`src/rtl/charger_regs_pkg.sv`:
```
// Constants for the low configuration bank of the charger register file.
// Assumes a single 25 MHz clock domain and an I2C master outside the chip.
`default_nettype none
package charger_regs_pkg;
  // ---------------------------------------------------------------
  // Bus and map
  // ---------------------------------------------------------------
  localparam logic [6:0] SLAVE_ADDR        = 7'h6B;
  localparam logic [7:0] OFS_INPUT_SOURCE  = 8'h00;
  localparam logic [7:0] OFS_CHARGE_BOOST  = 8'h01;
  localparam logic [7:0] OFS_CHARGE_CURR   = 8'h02;
  localparam logic [7:0] OFS_LAST          = 8'h0B;
  localparam logic [7:0] READ_BEYOND_MAP   = 8'hFF;
  localparam logic [7:0] READ_UNBUILT      = 8'h00;
  // ---------------------------------------------------------------
  // Power-on values and watchdog masks
  // ---------------------------------------------------------------
  localparam logic [7:0] POR_INPUT_SOURCE  = 8'h17;
  localparam logic [7:0] POR_CHARGE_BOOST  = 8'h1A;
  localparam logic [7:0] POR_CHARGE_CURR   = 8'hA2;
  localparam logic [7:0] WD_INPUT_SOURCE   = 8'h80;
  localparam logic [7:0] WD_CHARGE_BOOST   = 8'h70;
  localparam logic [7:0] WD_CHARGE_CURR    = 8'hBF;
  // ---------------------------------------------------------------
  // Field positions
  // ---------------------------------------------------------------
  localparam int HIZ_BIT       = 7;
  localparam int STAT_MSB      = 6;
  localparam int STAT_LSB      = 5;
  localparam int ILIM_MSB      = 4;
  localparam int LIGHT_BIT     = 7;
  localparam int KICK_BIT      = 6;
  localparam int BOOST_BIT     = 5;
  localparam int CHG_BIT       = 4;
  localparam int SYSMIN_MSB    = 3;
  localparam int SYSMIN_LSB    = 1;
  localparam int BMIN_BIT      = 0;
  localparam int BLIM_BIT      = 7;
  localparam int FET_BIT       = 6;
  localparam int FAST_CHARGE_CURRENT_MSB      = 5;
  // ---------------------------------------------------------------
  // Field codes
  // ---------------------------------------------------------------
  localparam logic [1:0] STAT_FLOAT        = 2'h3;
  localparam logic [4:0] ILIM_PSEL_HIGH    = 5'h04;
  localparam logic [4:0] ILIM_PSEL_LOW     = 5'h17;
  localparam logic [4:0] ILIM_FET_THRESH   = 5'h06;
  localparam logic [5:0] FAST_CHARGE_CURRENT_MAX          = 6'h32;
  localparam logic [5:0] FAST_CHARGE_CURRENT_OFF          = 6'h00;
endpackage
`default_nettype wire
```
`src/rtl/charger_control_regs_low.sv`:
```
// Low configuration bank (0x00..0x02) of the charger, behind an I2C slave.
// Assumes a single clock; pins arrive asynchronously, reset and watchdog
// events come from logic on the same clock.
`default_nettype none
module charger_control_regs_low (
  input  wire logic       clk_in,
  input  wire logic       rst_b_in,
  input  wire logic       scl_in,
  input  wire logic       sda_in,
  output logic            sda_out,
  output logic            sda_oe_b_out,
  input  wire logic       source_detect_done_in,
  input  wire logic       power_source_select_in,
  input  wire logic       charge_enable_b_in,
  input  wire logic       register_reset_in,
  input  wire logic       watchdog_expired_in,
  output logic            high_impedance_mode_out,
  output logic            status_pin_float_out,
  output logic [4:0]      input_current_limit_out,
  output logic            light_load_mode_disable_out,
  output logic            watchdog_kick_out,
  output logic            boost_enable_out,
  output logic            charge_active_out,
  output logic [2:0]      system_min_voltage_out,
  output logic            boost_min_battery_select_out,
  output logic            boost_current_limit_out,
  output logic            input_fet_low_resistance_out,
  output logic [5:0]      fast_charge_current_out
);

  typedef enum logic [2:0] {IDLE, ADDR, PTR, WDATA, RDATA} i2c_state_t;

  // ---------------------------------------------------------------
  // Functions
  // ---------------------------------------------------------------
  function automatic logic [7:0] wd_restore(input logic [7:0] cur,
                                            input logic [7:0] por,
                                            input logic [7:0] mask);
    wd_restore = (cur & ~mask) | (por & mask);
  endfunction

  function automatic logic [5:0] clamp_fast_charge_current(input logic [5:0] code);
    clamp_fast_charge_current = (code > charger_regs_pkg::FAST_CHARGE_CURRENT_MAX) ? charger_regs_pkg::FAST_CHARGE_CURRENT_MAX : code;
  endfunction

  // ---------------------------------------------------------------
  // Reset release and pin synchronisers
  // ---------------------------------------------------------------
  logic [1:0] rst_sync_q;
  logic       rst_b;
  always_ff @(posedge clk_in or negedge rst_b_in) begin
    if (!rst_b_in) begin
      rst_sync_q <= 2'h0;
    end else begin
      rst_sync_q <= {rst_sync_q[0], 1'b1};
    end
  end
  assign rst_b = rst_sync_q[1];

  // Stage 0 feeds stage 1 only; stage 2 exists for edge detection
  logic [2:0] scl_q;
  logic [2:0] sda_q;
  logic [2:0] det_q;
  logic [1:0] psel_q;
  logic [1:0] ce_q;
  always_ff @(posedge clk_in or negedge rst_b) begin
    if (!rst_b) begin
      scl_q  <= 3'h7;
      sda_q  <= 3'h7;
      det_q  <= 3'h0;
      psel_q <= 2'h0;
      ce_q   <= 2'h3;
    end else begin
      scl_q  <= {scl_q[1:0], scl_in};
      sda_q  <= {sda_q[1:0], sda_in};
      det_q  <= {det_q[1:0], source_detect_done_in};
      psel_q <= {psel_q[0], power_source_select_in};
      ce_q   <= {ce_q[0], charge_enable_b_in};
    end
  end

  wire scl_rise   = scl_q[1] & ~scl_q[2];
  wire scl_fall   = ~scl_q[1] & scl_q[2];
  wire sda_now    = sda_q[1];
  wire start_cond = scl_q[1] & scl_q[2] & ~sda_q[1] & sda_q[2];
  wire stop_cond  = scl_q[1] & scl_q[2] & sda_q[1] & ~sda_q[2];
  wire det_rise   = det_q[1] & ~det_q[2];

  // ---------------------------------------------------------------
  // I2C slave engine
  // ---------------------------------------------------------------
  i2c_state_t st_q;
  logic       ack_phase_q;
  logic [3:0] bit_cnt_q;
  logic [7:0] shift_q;
  logic [7:0] tx_q;
  logic [7:0] ptr_q;
  logic       master_nack_q;
  logic       sda_drive_q;
  logic       wr_stb_q;
  logic [7:0] wr_addr_q;
  logic [7:0] wr_data_q;
  logic [7:0] input_source_control_q;
  logic [7:0] charge_boost_config_q;
  logic [7:0] charge_current_control_q;
  logic [7:0] rd_data;

  wire addr_match = (shift_q[7:1] == charger_regs_pkg::SLAVE_ADDR);
  wire byte_done  = (bit_cnt_q == 4'h8);

  // Unbuilt registers up to 0x0B read as zero; beyond the map reads 0xFF
  assign rd_data = (ptr_q == charger_regs_pkg::OFS_INPUT_SOURCE) ? input_source_control_q :
                   (ptr_q == charger_regs_pkg::OFS_CHARGE_BOOST) ? charge_boost_config_q :
                   (ptr_q == charger_regs_pkg::OFS_CHARGE_CURR)  ? charge_current_control_q :
                   (ptr_q <= charger_regs_pkg::OFS_LAST) ? charger_regs_pkg::READ_UNBUILT :
                   charger_regs_pkg::READ_BEYOND_MAP;

  always_ff @(posedge clk_in or negedge rst_b) begin
    if (!rst_b) begin
      st_q          <= IDLE;
      ack_phase_q   <= 1'b0;
      bit_cnt_q     <= 4'h0;
      shift_q       <= 8'h00;
      tx_q          <= 8'h00;
      ptr_q         <= 8'h00;
      master_nack_q <= 1'b0;
      sda_drive_q   <= 1'b0;
      wr_stb_q      <= 1'b0;
      wr_addr_q     <= 8'h00;
      wr_data_q     <= 8'h00;
    end else begin
      wr_stb_q <= 1'b0;
      if (start_cond) begin
        st_q        <= ADDR;
        ack_phase_q <= 1'b0;
        bit_cnt_q   <= 4'h0;
        sda_drive_q <= 1'b0;
      end else if (stop_cond) begin
        st_q        <= IDLE;
        sda_drive_q <= 1'b0;
      end else if (st_q != IDLE && scl_rise) begin
        if (ack_phase_q) begin
          master_nack_q <= sda_now;
        end else begin
          shift_q   <= {shift_q[6:0], sda_now};
          bit_cnt_q <= bit_cnt_q + 4'h1;
        end
      end else if (st_q != IDLE && scl_fall) begin
        if (!ack_phase_q && byte_done) begin
          ack_phase_q <= 1'b1;
          bit_cnt_q   <= 4'h0;
          unique case (st_q)
            ADDR: begin
              // Foreign address: stay off the bus until the next START
              sda_drive_q <= addr_match;
              if (!addr_match) begin
                st_q <= IDLE;
              end
            end
            PTR: begin
              ptr_q       <= shift_q;
              sda_drive_q <= 1'b1;
            end
            WDATA: begin
              wr_stb_q    <= 1'b1;
              wr_addr_q   <= ptr_q;
              wr_data_q   <= shift_q;
              ptr_q       <= ptr_q + 8'h01;
              sda_drive_q <= 1'b1;
            end
            RDATA: begin
              sda_drive_q <= 1'b0;
            end
            default: begin
              sda_drive_q <= 1'b0;
            end
          endcase
        end else if (ack_phase_q) begin
          ack_phase_q <= 1'b0;
          unique case (st_q)
            ADDR: begin
              if (shift_q[0]) begin
                st_q        <= RDATA;
                tx_q        <= rd_data;
                sda_drive_q <= ~rd_data[7];
                ptr_q       <= ptr_q + 8'h01;
              end else begin
                st_q        <= PTR;
                sda_drive_q <= 1'b0;
              end
            end
            PTR: begin
              st_q        <= WDATA;
              sda_drive_q <= 1'b0;
            end
            WDATA: begin
              sda_drive_q <= 1'b0;
            end
            RDATA: begin
              if (master_nack_q) begin
                st_q        <= IDLE;
                sda_drive_q <= 1'b0;
              end else begin
                tx_q        <= rd_data;
                sda_drive_q <= ~rd_data[7];
                ptr_q       <= ptr_q + 8'h01;
              end
            end
            default: begin
              sda_drive_q <= 1'b0;
            end
          endcase
        end else if (st_q == RDATA) begin
          tx_q        <= {tx_q[6:0], 1'b0};
          sda_drive_q <= ~tx_q[6];
        end
      end
    end
  end

  // ---------------------------------------------------------------
  // Register bank
  // ---------------------------------------------------------------
  wire wr00 = wr_stb_q && (wr_addr_q == charger_regs_pkg::OFS_INPUT_SOURCE);
  wire wr01 = wr_stb_q && (wr_addr_q == charger_regs_pkg::OFS_CHARGE_BOOST);
  wire wr02 = wr_stb_q && (wr_addr_q == charger_regs_pkg::OFS_CHARGE_CURR);
  wire [4:0] ilim_auto = psel_q[1] ? charger_regs_pkg::ILIM_PSEL_HIGH
                                   : charger_regs_pkg::ILIM_PSEL_LOW;
  wire [7:0] wr02_val = {wr_data_q[7:6], clamp_fast_charge_current(wr_data_q[5:0])};

  always_ff @(posedge clk_in or negedge rst_b) begin
    if (!rst_b) begin
      input_source_control_q <= charger_regs_pkg::POR_INPUT_SOURCE;
      charge_boost_config_q <= charger_regs_pkg::POR_CHARGE_BOOST;
      charge_current_control_q <= charger_regs_pkg::POR_CHARGE_CURR;
    end else if (register_reset_in) begin
      input_source_control_q <= charger_regs_pkg::POR_INPUT_SOURCE;
      charge_boost_config_q <= charger_regs_pkg::POR_CHARGE_BOOST;
      charge_current_control_q <= charger_regs_pkg::POR_CHARGE_CURR;
    end else if (watchdog_expired_in) begin
      // Only the watchdog-masked fields move; the rest hold
      input_source_control_q <= wd_restore(input_source_control_q, charger_regs_pkg::POR_INPUT_SOURCE,
                            charger_regs_pkg::WD_INPUT_SOURCE);
      charge_boost_config_q <= wd_restore(charge_boost_config_q, charger_regs_pkg::POR_CHARGE_BOOST,
                            charger_regs_pkg::WD_CHARGE_BOOST);
      charge_current_control_q <= wd_restore(charge_current_control_q, charger_regs_pkg::POR_CHARGE_CURR,
                            charger_regs_pkg::WD_CHARGE_CURR);
    end else begin
      // Host write beats detection in the same cycle
      if (wr00) begin
        input_source_control_q <= wr_data_q;
      end else if (det_rise) begin
        input_source_control_q <= {input_source_control_q[7:5], ilim_auto};
      end
      if (wr01) begin
        charge_boost_config_q <= wr_data_q;
      end else begin
        charge_boost_config_q[charger_regs_pkg::KICK_BIT] <= 1'b0;
      end
      if (wr02) begin
        charge_current_control_q <= wr02_val;
      end
    end
  end

  // ---------------------------------------------------------------
  // Control outputs
  // ---------------------------------------------------------------
  wire [4:0] ilim      = input_source_control_q[charger_regs_pkg::ILIM_MSB:0];
  wire [5:0] fast_charge_current      = charge_current_control_q[charger_regs_pkg::FAST_CHARGE_CURRENT_MSB:0];
  wire       boost_on  = charge_boost_config_q[charger_regs_pkg::BOOST_BIT];
  wire       hiz_on    = input_source_control_q[charger_regs_pkg::HIZ_BIT];
  wire       stat_float = (input_source_control_q[charger_regs_pkg::STAT_MSB:charger_regs_pkg::STAT_LSB]
                           == charger_regs_pkg::STAT_FLOAT);
  wire       charge_on = charge_boost_config_q[charger_regs_pkg::CHG_BIT] & ~ce_q[1]
                         & ~boost_on
                         & (fast_charge_current != charger_regs_pkg::FAST_CHARGE_CURRENT_OFF);
  wire       fet_low   = boost_on
                         | charge_current_control_q[charger_regs_pkg::FET_BIT]
                         | (ilim >= charger_regs_pkg::ILIM_FET_THRESH);

  always_ff @(posedge clk_in or negedge rst_b) begin
    if (!rst_b) begin
      sda_out                      <= 1'b0;
      sda_oe_b_out                 <= 1'b1;
      high_impedance_mode_out      <= 1'b0;
      status_pin_float_out         <= 1'b0;
      input_current_limit_out      <= 5'h00;
      light_load_mode_disable_out  <= 1'b0;
      watchdog_kick_out            <= 1'b0;
      boost_enable_out             <= 1'b0;
      charge_active_out            <= 1'b0;
      system_min_voltage_out       <= 3'h0;
      boost_min_battery_select_out <= 1'b0;
      boost_current_limit_out      <= 1'b0;
      input_fet_low_resistance_out <= 1'b0;
      fast_charge_current_out      <= 6'h00;
    end else begin
      // Open drain: data is always low, the enable does the work
      sda_out                      <= 1'b0;
      sda_oe_b_out                 <= ~sda_drive_q;
      high_impedance_mode_out      <= hiz_on;
      status_pin_float_out         <= stat_float;
      input_current_limit_out      <= ilim;
      light_load_mode_disable_out  <= charge_boost_config_q[charger_regs_pkg::LIGHT_BIT];
      watchdog_kick_out            <= charge_boost_config_q[charger_regs_pkg::KICK_BIT];
      boost_enable_out             <= boost_on;
      charge_active_out            <= charge_on;
      system_min_voltage_out       <=
        charge_boost_config_q[charger_regs_pkg::SYSMIN_MSB:charger_regs_pkg::SYSMIN_LSB];
      boost_min_battery_select_out <= charge_boost_config_q[charger_regs_pkg::BMIN_BIT];
      boost_current_limit_out      <= charge_current_control_q[charger_regs_pkg::BLIM_BIT];
      input_fet_low_resistance_out <= fet_low;
      fast_charge_current_out      <= fast_charge_current;
    end
  end

endmodule
`default_nettype wire

```
`config.mk`:
```
export PLATFORM = sky130hd
export DESIGN_NAME = charger_control_regs_low
export DESIGN_NICKNAME = d
export VERILOG_FILES = /design/src/rtl/charger_regs_pkg.sv /design/src/rtl/charger_control_regs_low.sv
export SDC_FILE = /design/constraint.sdc
export NUM_CORES = 1
export LEC_CHECK = 0
export BUFFER_PORTS_ARGS = -buffer_cell sky130_fd_sc_hd__buf_2
export CAP_MARGIN = 25
export CORE_UTILIZATION = 45
export CTS_BUF_LIST = sky130_fd_sc_hd__clkbuf_4
export DETAILED_ROUTE_END_ITERATION = 10
export GPL_TIMING_DRIVEN = 0
export PLACE_DENSITY = 0.71
export SYNTH_ARGS = -nofsm -noshare
export SYNTH_HDL_FRONTEND = slang
export SYNTH_SLANG_ARGS = --single-unit
export TNS_END_PERCENT = 30
```
`constraint.sdc`:
```
create_clock -name clk_in -period 7.5 [get_ports clk_in]
set_input_delay 1.125 -clock clk_in [delete_from_list [all_inputs] [get_ports clk_in]]
set_output_delay 1.125 -clock clk_in [all_outputs]
set_load 0.01 [all_outputs]
```
== Word-level counts from Yosys, hierarchy flattened ==
Index checks and enable logic that the tools add are counted.
Cells by class
  add/sub/neg operators: 2
  order comparisons: 3
  equality and inequality tests: 24
  multiplexer cells: 68
  bitwise logic cells: 28
  reductions and logical operators: 43
Operator list (number)
  two-way mux 8 bit: 16
  one-hot mux 8 bit (2 select lines): 2
  two-way mux 3 bit: 10
  two-way mux 7 bit: 4
  nonzero test 3 bit: 9
  two-way mux 4 bit: 6
  two-way mux 1 bit: 22
  != test 3 bit, second input constant: 6
  AND reduction 9 bit: 2
  == test 8 x 1 -> 1 bit, second input constant: 2
  == test 8 x 2 -> 1 bit, second input constant: 2
  logical NOT 8 bit: 2
  NOT 1 bit: 15
  one-hot mux 7 bit (2 select lines): 1
  nonzero test 2 bit: 7
  two-way mux 6 bit: 2
  AND reduction 4 bit: 3
  bitwise AND 1 bit: 11
  two-way mux 5 bit: 2
  nonzero test 5 bit: 2
  one-hot mux 3 bit (3 select lines): 1
  adder 8 x 1 -> 8 bit, second input constant: 1
  <= comparator 8 x 4 -> 1 bit, second input constant: 1
  AND reduction 2 bit: 4
  other kinds (24): 35
Storage, ports and cells
  register bits after elaboration: 113
  input bits: 9
  output and inout port bits: 25

== Logic depth before layout (Yosys ltp) ==
Gate-level depths: netlist (run 1).
  depth in word-level cells: 14
  mapped depth: 8

== Worst setup path after synthesis (run 1) ==
OpenSTA, ideal clock, no wires.
  kind: flip-flop to flip-flop
  start point: reg bit_cnt_q[0]
  end point: reg wr_addr_q[0]
  library setup time: 0.125 ns
  arrival: 1.853 ns
  required time: 7.375 ns
  path slack: 5.523 ns
  stages on the path, launching flop included: 8
  path buffers: 2
  period minus slack after synthesis: 1.977 ns
  cell sequence: dfrtp_1 -> inv_1 -> ha_1 -> nand4bb_1 -> buf_2 -> nor3_2 -> buf_2 -> mux2_2
On the way
  word-level cells in the longest chain between the ends: 3
Ends and longest elaborated chain
  start: declaration: line charger_control_regs_low.sv:94  | logic [3:0] bit_cnt_q;
  start signal: assignment: line charger_control_regs_low.sv:146  | bit_cnt_q <= bit_cnt_q + 4'h1;
  == test 4 bit: line charger_control_regs_low.sv:109  | wire byte_done = (bit_cnt_q == 4'h8);
  logical AND 1 bit: line charger_control_regs_low.sv:149  | if (!ack_phase_q && byte_done) begin
  AND reduction 6 bit (no line)
  end signal: assignment: line charger_control_regs_low.sv:166  | wr_addr_q <= ptr_q;
  end: declaration: line charger_control_regs_low.sv:101  | logic [7:0] wr_addr_q;
No other way between the ends.
A chain may end at the register's enable or synchronous reset.

== Final worst setup path (run 1) ==
  start point: reg bit_cnt_q[0]
  end point: reg wr_addr_q[1]
The elaborated chain is that of the path after synthesis.

==> impl_results.md, run 1 <==
* GRT overflow at 0
* Die width at ~110 um
* Worst hold margin at approximately 0.3 ns
* NumNets Final at between 500 and 600
* Max-slew violations at 0
* GP Congestion at 0.9215
* Min-Delay Path Class: reg -> async
* Fmax at between 0.4 and 0.5 GHz
* Sequential share of the synthesized area at 0.5754
* Max cap viols at 0
* Commonest non-fill, non-tap cells in the layout: 93 x dfrtp_1, 52 x nand2_1, 36 x buf_2
* Outcome: completed
* Clock buffer count from CTS at 17
* Critical path class: reg -> reg
* Synthesis Warnings at 0
* FP Rows at 37
* Core area at approximately 11000 um2
* Sink Count at 113
* Remaining design rule violation count at 0
* CP Data Arrival Time at approximately 2.7 ns
* Wirelength per Cell at ~16 um
* Reg2reg end: wr_addr_q[1]
* First-pass GRT wire length at ~18000 um
* Synth Cell Area at between 4000 and 5000 um2
* CTS tree: yes
* Starting Density at 0.4716
* Total number of vias at 3600
* Final Power at ~0.0012 W
* Share of post-route cells with drive strength above 1 at 0.2628
* Setup TNS at 0 ns
* PortBufs at 32
* WP data required at roughly 7.9 ns
* Hold_buf cts at 0
* Worst Max-Slew Pin Slew at around 0.75 ns
* Unrepaired setup endpoints after global routing: false
* Post-CTS Setup Bufs at 0
* Crit Path Max Fanout at 10
* Leak Pwr at 2.476 nW
* Initial antenna violation count at 0
* Clock transition at path regs at 0.11 ns
* Fill count at between 800 and 900
* Post-route ant nets at 0
* Initial DRC count at about 220
* Setup ws final at between 5 and 6 ns
* Layout area overhead at 13.36%
* Critical R2R Launch: bit_cnt_q[0]
* Die Y at 106.9 um
* Yosys cell types at 64
* Synth Net Count at roughly 460
* Final hold vios at 0
* Post-CTS sizing at 0
* Final period util at 0.3071
* Slew HR at 0.4985
* Worst Skew at ~0.016 ns
* Ys flop type: dfrtp_1
* Fraction of registers with async set or reset after synthesis at 1.000
* FF-to-FF setup slack at 5.20 ns
* Total Wirelength at 10490 um
* Critical Path End Type: register
* CTS HTree Levels at 4
* Max VDD drop at about 93 uV
* Largest net degree at the start of global routing at 75
* Die area at 11440 um2
* Final min period at around 2.3 ns
* Io pins at 34
* Clk_lat worst skew at approximately 0.52 ns
* Post-synth EDFFs at 0
* Vias per cell at roughly 5.6
* Commonest non-fill, non-tap cell in the layout: dfrtp_1
* Placed cell count at 610
* Dpl hpwl at 7278 um
* Ant. Diodes at 0
* Initial DRT Pass Iterations at 5
* Cells after Synth at around 440
* Setup Viol. Count Final at 0
* Gr usage total at 0.2026
* Placement Setup Slack at approximately 5.2 ns
* Bufs on Longest Clock Path at 2
* Yosys reg bits at ~110
* Synth Area per Inst at 11.24 um2
* Root buffer cell: clkbuf_4
* Cells on worst reg2reg path at 7
* PD cells at roughly 210 nW/um2
* CP startpoint kind: register
* Vias in the first global route at approximately 3600
* Fin cells at 642
## how the worst max path moves through the flow
| stage | start | endpoint | cells after the start |
|---|---|---|---|
| finish | bit_cnt_q[0] | wr_addr_q[1] | 7 |
| global route | ptr_q[1] | tx_q[4] | 8 |
| CTS | bit_cnt_q[0] | wr_addr_q[1] | 7 |
| detailed placement | bit_cnt_q[0] | wr_addr_q[1] | 7 |
| global placement | rst_sync_q[1] | tx_q[6] | 0 |
| floorplan | rst_sync_q[1] | ack_phase_q | 0 |
## cells by family after synthesis
| family | share of synthesized area |
|---|---|
| xor+xnor | 0.003535 |
| other cells | 0.001515 |
| buf+inv | 0.02600 |
| compound gates | 0.1419 |
| fa+ha+maj | 0.01515 |
| simple gates | 0.1573 |
| mux | 0.07927 |
| flops | 0.5754 |
## critical path: stages, from the launching register on
cell and delay [ns]:
dfrtp_1 0.42, inv_1 0.07, ha_1 0.18, nand4bb_1 0.10, buf_2 0.19, nor3_2 0.52, buf_2 0.35, mux2_2 0.36
## metal layers
metal,routed length [um],vias up,global-route usage
met4,225,0,0.09198
met3,516,22,0.04316
met2,4974,103,0.3134
li1,-,1691,-
met5,0,-,0
met1,4768,1784,0.2739
## cell usage after synthesis (all sizes together), types with 5 or more instances
cell / instances / share of area
nor2b: 7 / 0.0088
clkbuf: 11 / 0.0083
inv: 8 / 0.0061
o22a: 7 / 0.012
a211oi: 5 / 0.011
nand2: 52 / 0.039
mux2: 26 / 0.059
dfrtp: 94 / 0.47
mux2i: 10 / 0.020
a21oi: 29 / 0.029
nor3: 13 / 0.015
nor2: 26 / 0.020
a22oi: 6 / 0.0091
buf: 8 / 0.012
nand3: 13 / 0.013
o21ai: 35 / 0.036
ha: 6 / 0.015
dfstp: 19 / 0.10
## state kept, by name, indices dropped and copies added (netlist names), 2 cells and up
| signal | count |
|---|---|
| tx_q | 7 |
| input_source_control_q | 8 |
| psel_q | 2 |
| ce_q | 2 |
| wr_data_q | 8 |
| bit_cnt_q | 4 |
| rst_sync_q | 2 |
| det_q | 3 |
| charge_current_control_q | 8 |
| st_q | 3 |
| charge_boost_config_q | 8 |
| wr_addr_q | 8 |
| input_current_limit_out | 5 |
| sda_q | 3 |
| ptr_q | 8 |
| fast_charge_current_out | 6 |
| system_min_voltage_out | 3 |
| shift_q | 8 |
| scl_q | 3 |
## area by class of cell
cell class                      instances  area [um2]  share of cell area
Tap cell                              136       170.2             0.03029
Timing Repair Buffer                   33       187.7             0.03341
Clock inverter                         14       165.2             0.02940
Multi-Input combinational cell        301        1976              0.3517
Sequential cell                       113        2855              0.5082
Buffer                                 19       98.84             0.01759
Clock buffer                           18       135.1             0.02405
Inverter                                8       30.03            0.005345
## metrics by stage
stage,cell area (um2),util
2_1_floorplan,4956,-
5_1_grt,5618,0.5346
6_report,5618,0.5346
3_3_place_gp,5286,0.5030
3_5_place_dp,5318,0.5060
4_1_cts,5618,0.5346
## report_power, final
group / internal (W) / leakage (nW) / switching (W)
Combinational: 0.0000180 / 0.919 / 0.0000254
Sequential: 0.000623 / 1.40 / 0.0000169
Clock: 0.000234 / 0.152 / 0.000239
No activity file was read; power rests on OpenSTA's default activity.
==> inputs of run 2 (changes only) <==
--- a/config.mk
+++ b/config.mk
@@ -5,6 +5,7 @@
 export SDC_FILE = /design/constraint.sdc
 export NUM_CORES = 1
 export LEC_CHECK = 0
+export ABC_AREA = 1
 export BUFFER_PORTS_ARGS = -buffer_cell sky130_fd_sc_hd__buf_2
 export CAP_MARGIN = 25
 export CORE_UTILIZATION = 45
==> constraint.sdc (replaced) <==
create_clock -name clk_in -period 2.14 [get_ports clk_in]
set_input_delay 0.321 -clock clk_in [delete_from_list [all_inputs] [get_ports clk_in]]
set_output_delay 0.321 -clock clk_in [all_outputs]
set_load 0.01 [all_outputs]
==> run 2 against run 1 <==
Net effect: global-route usage up 1.5 points; die area up 0.89%; design area up 1.8%; synthesized area up 0.91%; critical path type unchanged; sequential share of layout area down 0.91 points; setup slack worse by 4.9 ns; register-to-register slack worse by 4.9 ns; utilization down 0.69 points; synthesized cell count up 34%.
==> impl_results.md, run 2 <==
* CTS HTree Levels at 4 (unchanged)
* Dpl hpwl at 8121 um (+12%)
* Post-CTS Setup Bufs at 0 (unchanged)
* Post-synth top area cell: dfrtp_1
* Leak Pwr at 2.814 nW (+14%)
* Unrepaired setup endpoints after global routing: false
* Commonest cells in the netlist: 178 x nand2_1, 94 x dfrtp_1, 69 x inv_1
* Vias per cell at 5.162 (-7.9%)
* Setup ws final at 0.2662 ns (-4.931 ns)
* Synth Area per Inst at 8.433 um2 (-25%)
* Slew HR at 0.3999 (-0.09857)
* Commonest non-fill, non-tap cells in the layout: 178 x nand2_1, 93 x dfrtp_1, 69 x inv_1
* Max-slew violations at 0 (unchanged)
* CP Data Arrival Time at 2.26 ns (-0.46 ns)
* Fraction of registers with async set or reset after synthesis at 1.000 (unchanged)
* Sequential share of the synthesized area at 0.5702 (-0.005182)
* Worst Skew at 0.02984 ns (+0.01334 ns)
* Wirelength per Cell at 13.78 um (-16%)
* Post-synthesis adder-cell area fraction at 0.01501 (-0.0001364)
* WP data required at 2.52 ns (-5.39 ns)
* Setup Viol. Count Final at 0 (unchanged)
* Met3 GRT Util at 0.04358 (+0.0004224)
* FP Rows at 38 (+2.7%)
* Cells after Synth at 593 (+34%)
* Multi-input gate area at 1808 um2 (-8.5%)
* CP startpoint kind: register
* Clock buffer count from CTS at 17 (unchanged)
* Crit Path Max Fanout at 6 (-4)
* Xor/xnor share of the synthesized area at 0.005254 (+0.001719)
* Synth Cell Area at 5001 um2 (+0.91%)
* Vias in the first global route at 4075 (+14%)
* Final period util at 0.8756 (+0.5685)
* First-pass GRT wire length at 19140 um (+8.7%)
* Synth Net Count at 608 (+33%)
* Placement Setup Slack at 0.2851 ns (-4.887 ns)
* Largest net degree at the start of global routing at 71 (-5.3%)
* Initial antenna violation count at 0 (unchanged)
* PD cells at 861.1 nW/um2 (+320%)
* Fill count at 1021 (+14%)
* Critical Path End Type: register
* Max cap viols at 0 (unchanged)
* Most common cell in the netlist: nand2_1
* Max VDD drop at 352.6 uV (+280%)
* Bufs on Longest Clock Path at 2 (unchanged)
* Simple-gate share of the synthesized area at 0.2397 (+0.08240)
* Setup TNS at 0 ns (unchanged)
* Critical R2R Launch: bit_cnt_q[0]
* Clk_lat worst skew at 0.53 ns (about the same)
* Yosys reg bits at 113 (unchanged)
* Critical path class: reg -> reg
* Final hold vios at 0 (unchanged)
* GRT overflow at 0 (unchanged)
* Yosys top cell area share at 0.4704 (-0.004275)
* Die width at 107.4 um (+0.44%)
* Crit path from: bit_cnt_q[0]
* Post-synth EDFFs at 0 (unchanged)
* Ant. Diodes at 0 (unchanged)
* Commonest non-fill, non-tap cell in the layout: nand2_1
* GR peak layer: met2
* NumNets Final at 666 (+31%)
* CTS tree: yes
* Io pins at 34 (unchanged)
* Total number of vias at 4150 (+15%)
* Core area at 10840 um2 (+3.2%)
* Outcome: completed
* GP Congestion at 0.8774 (-4.8%)
* Mux contribution to synthesized area at 0 (-0.07927)
* Final Power at 0.004926 W (+330%)
* PortBufs at 32 (unchanged)
* Remaining design rule violation count at 0 (unchanged)
* Min-Delay Path Class: in -> async
* Initial DRC count at 278 (+26%)
* Sink Count at 113 (unchanged)
* Combinational family with the most area after synthesis: simple AND/OR/NAND/NOR gates
* Ys flop type: dfrtp_1
* Sequential cell area at 2855 um2 (unchanged)
* Yosys cell types at 30 (-53%)
* GR Util met2 at 0.3553 (+0.04194)
* Synthesis Warnings at 0 (unchanged)
* Synth Area in Compound Gates at 0.1001 (-0.04181)
* Post-route ant nets at 0 (unchanged)
* Starting Density at 0.4613 (-0.01027)
* Leading post-synthesis cells by cell area: dfrtp_1 47%, nand2_1 13%, dfstp_2 10%
* Fmax at 0.5337 GHz (+23%)
* Worst Max-Slew Pin Slew at 0.9001 ns (+0.1547 ns)
* Total Wirelength at 11080 um (+5.7%)
* Gr usage total at 0.2181 (+0.01548)
* Initial DRT Pass Iterations at 5 (unchanged)
* Clock transition at path regs at 0.12 ns (about the same)
* Met1 Use GR at 0.2747 (+0.0007859)
* Final min period at 1.874 ns (-0.4291 ns)
* Die Y at 107.4 um (+0.44%)
* Root buffer cell: clkbuf_4
* Share of post-route cells with drive strength above 1 at 0.1551 (-0.1077)
* Die area at 11540 um2 (+0.89%)
* Layout area overhead at 14.39%
## run 2: logic make-up after synthesis
family          after synthesis
buf+inv                      85
fa+ha+maj                     6
other cells                   2
compound gates               93
flops                       113
simple gates                291
xor+xnor                      3
## run 2: area by class of cell
class | instances | area share
buffer | 13 | 0.01247
timing repair buffer | 39 | 0.04199
inverter | 72 | 0.04724
sequential | 113 | 0.4991
tap | 140 | 0.03062
clock inverter | 15 | 0.03018
multi-input combinational | 395 | 0.3161
clock buffer | 17 | 0.02231
## run 2: worst max-delay path, stage by stage, from the launching register on
cell,delay (ns)
dfrtp_1,0.42
inv_1,0.11
ha_1,0.19
nand3_1,0.17
nor2_4,0.19
nand2_1,0.12
a31oi_1,0.39
o21ai_0,0.15
## run 2: path summary, 6_finish.rpt
kind / end / slack, ns / cells past startpoint
worst min register to register: ce_q[1] / 0.35 / 0
max in group asynchronous: charge_boost_config_q[1] / 0.91 / 1
worst max-delay path: bit_cnt_q[1] / 0.27 / 7
worst max register to register: bit_cnt_q[1] / 0.27 / 7
worst min-delay path: rst_sync_q[1] / 0.10 / 2
min in group clk_in: charge_current_control_q[6] / 0.15 / 3
## run 2: through the flow
| stage | util | hold WS [ns] | area, um2 | instances |
|---|---|---|---|---|
| floorplan | - | 0.02541 | 5002 | 593 |
| finish | 0.5277 | 0.1030 | 5720 | 804 |
| global placement | 0.4924 | 0.1059 | 5338 | 765 |
| detailed placement | 0.4945 | 0.1090 | 5360 | 766 |
| global route | 0.5277 | 0.08217 | 5720 | 804 |
| CTS | 0.5277 | 0.05233 | 5720 | 804 |
## run 2: per-layer routing
layer	up-vias	wire length [um]
met5	-	0
met4	0	301
met3	31	534
met2	136	5286
met1	1973	4958
li1	2010	-
## run 2: report_power, final
part | internal, W | switching [W]
combinational | 0.000241 | 0.000458
sequential | 0.00238 | 0.000192
clock | 0.000729 | 0.000931
total | 0.00335 | 0.00158
## run 2: repair_timing
| item | CTS | global route |
|---|---|---|
| endpoints found under the hold margin | 7 | 0 |
| gates resized for setup | 0 | 0 |
| hold buffers | 6 | 0 |
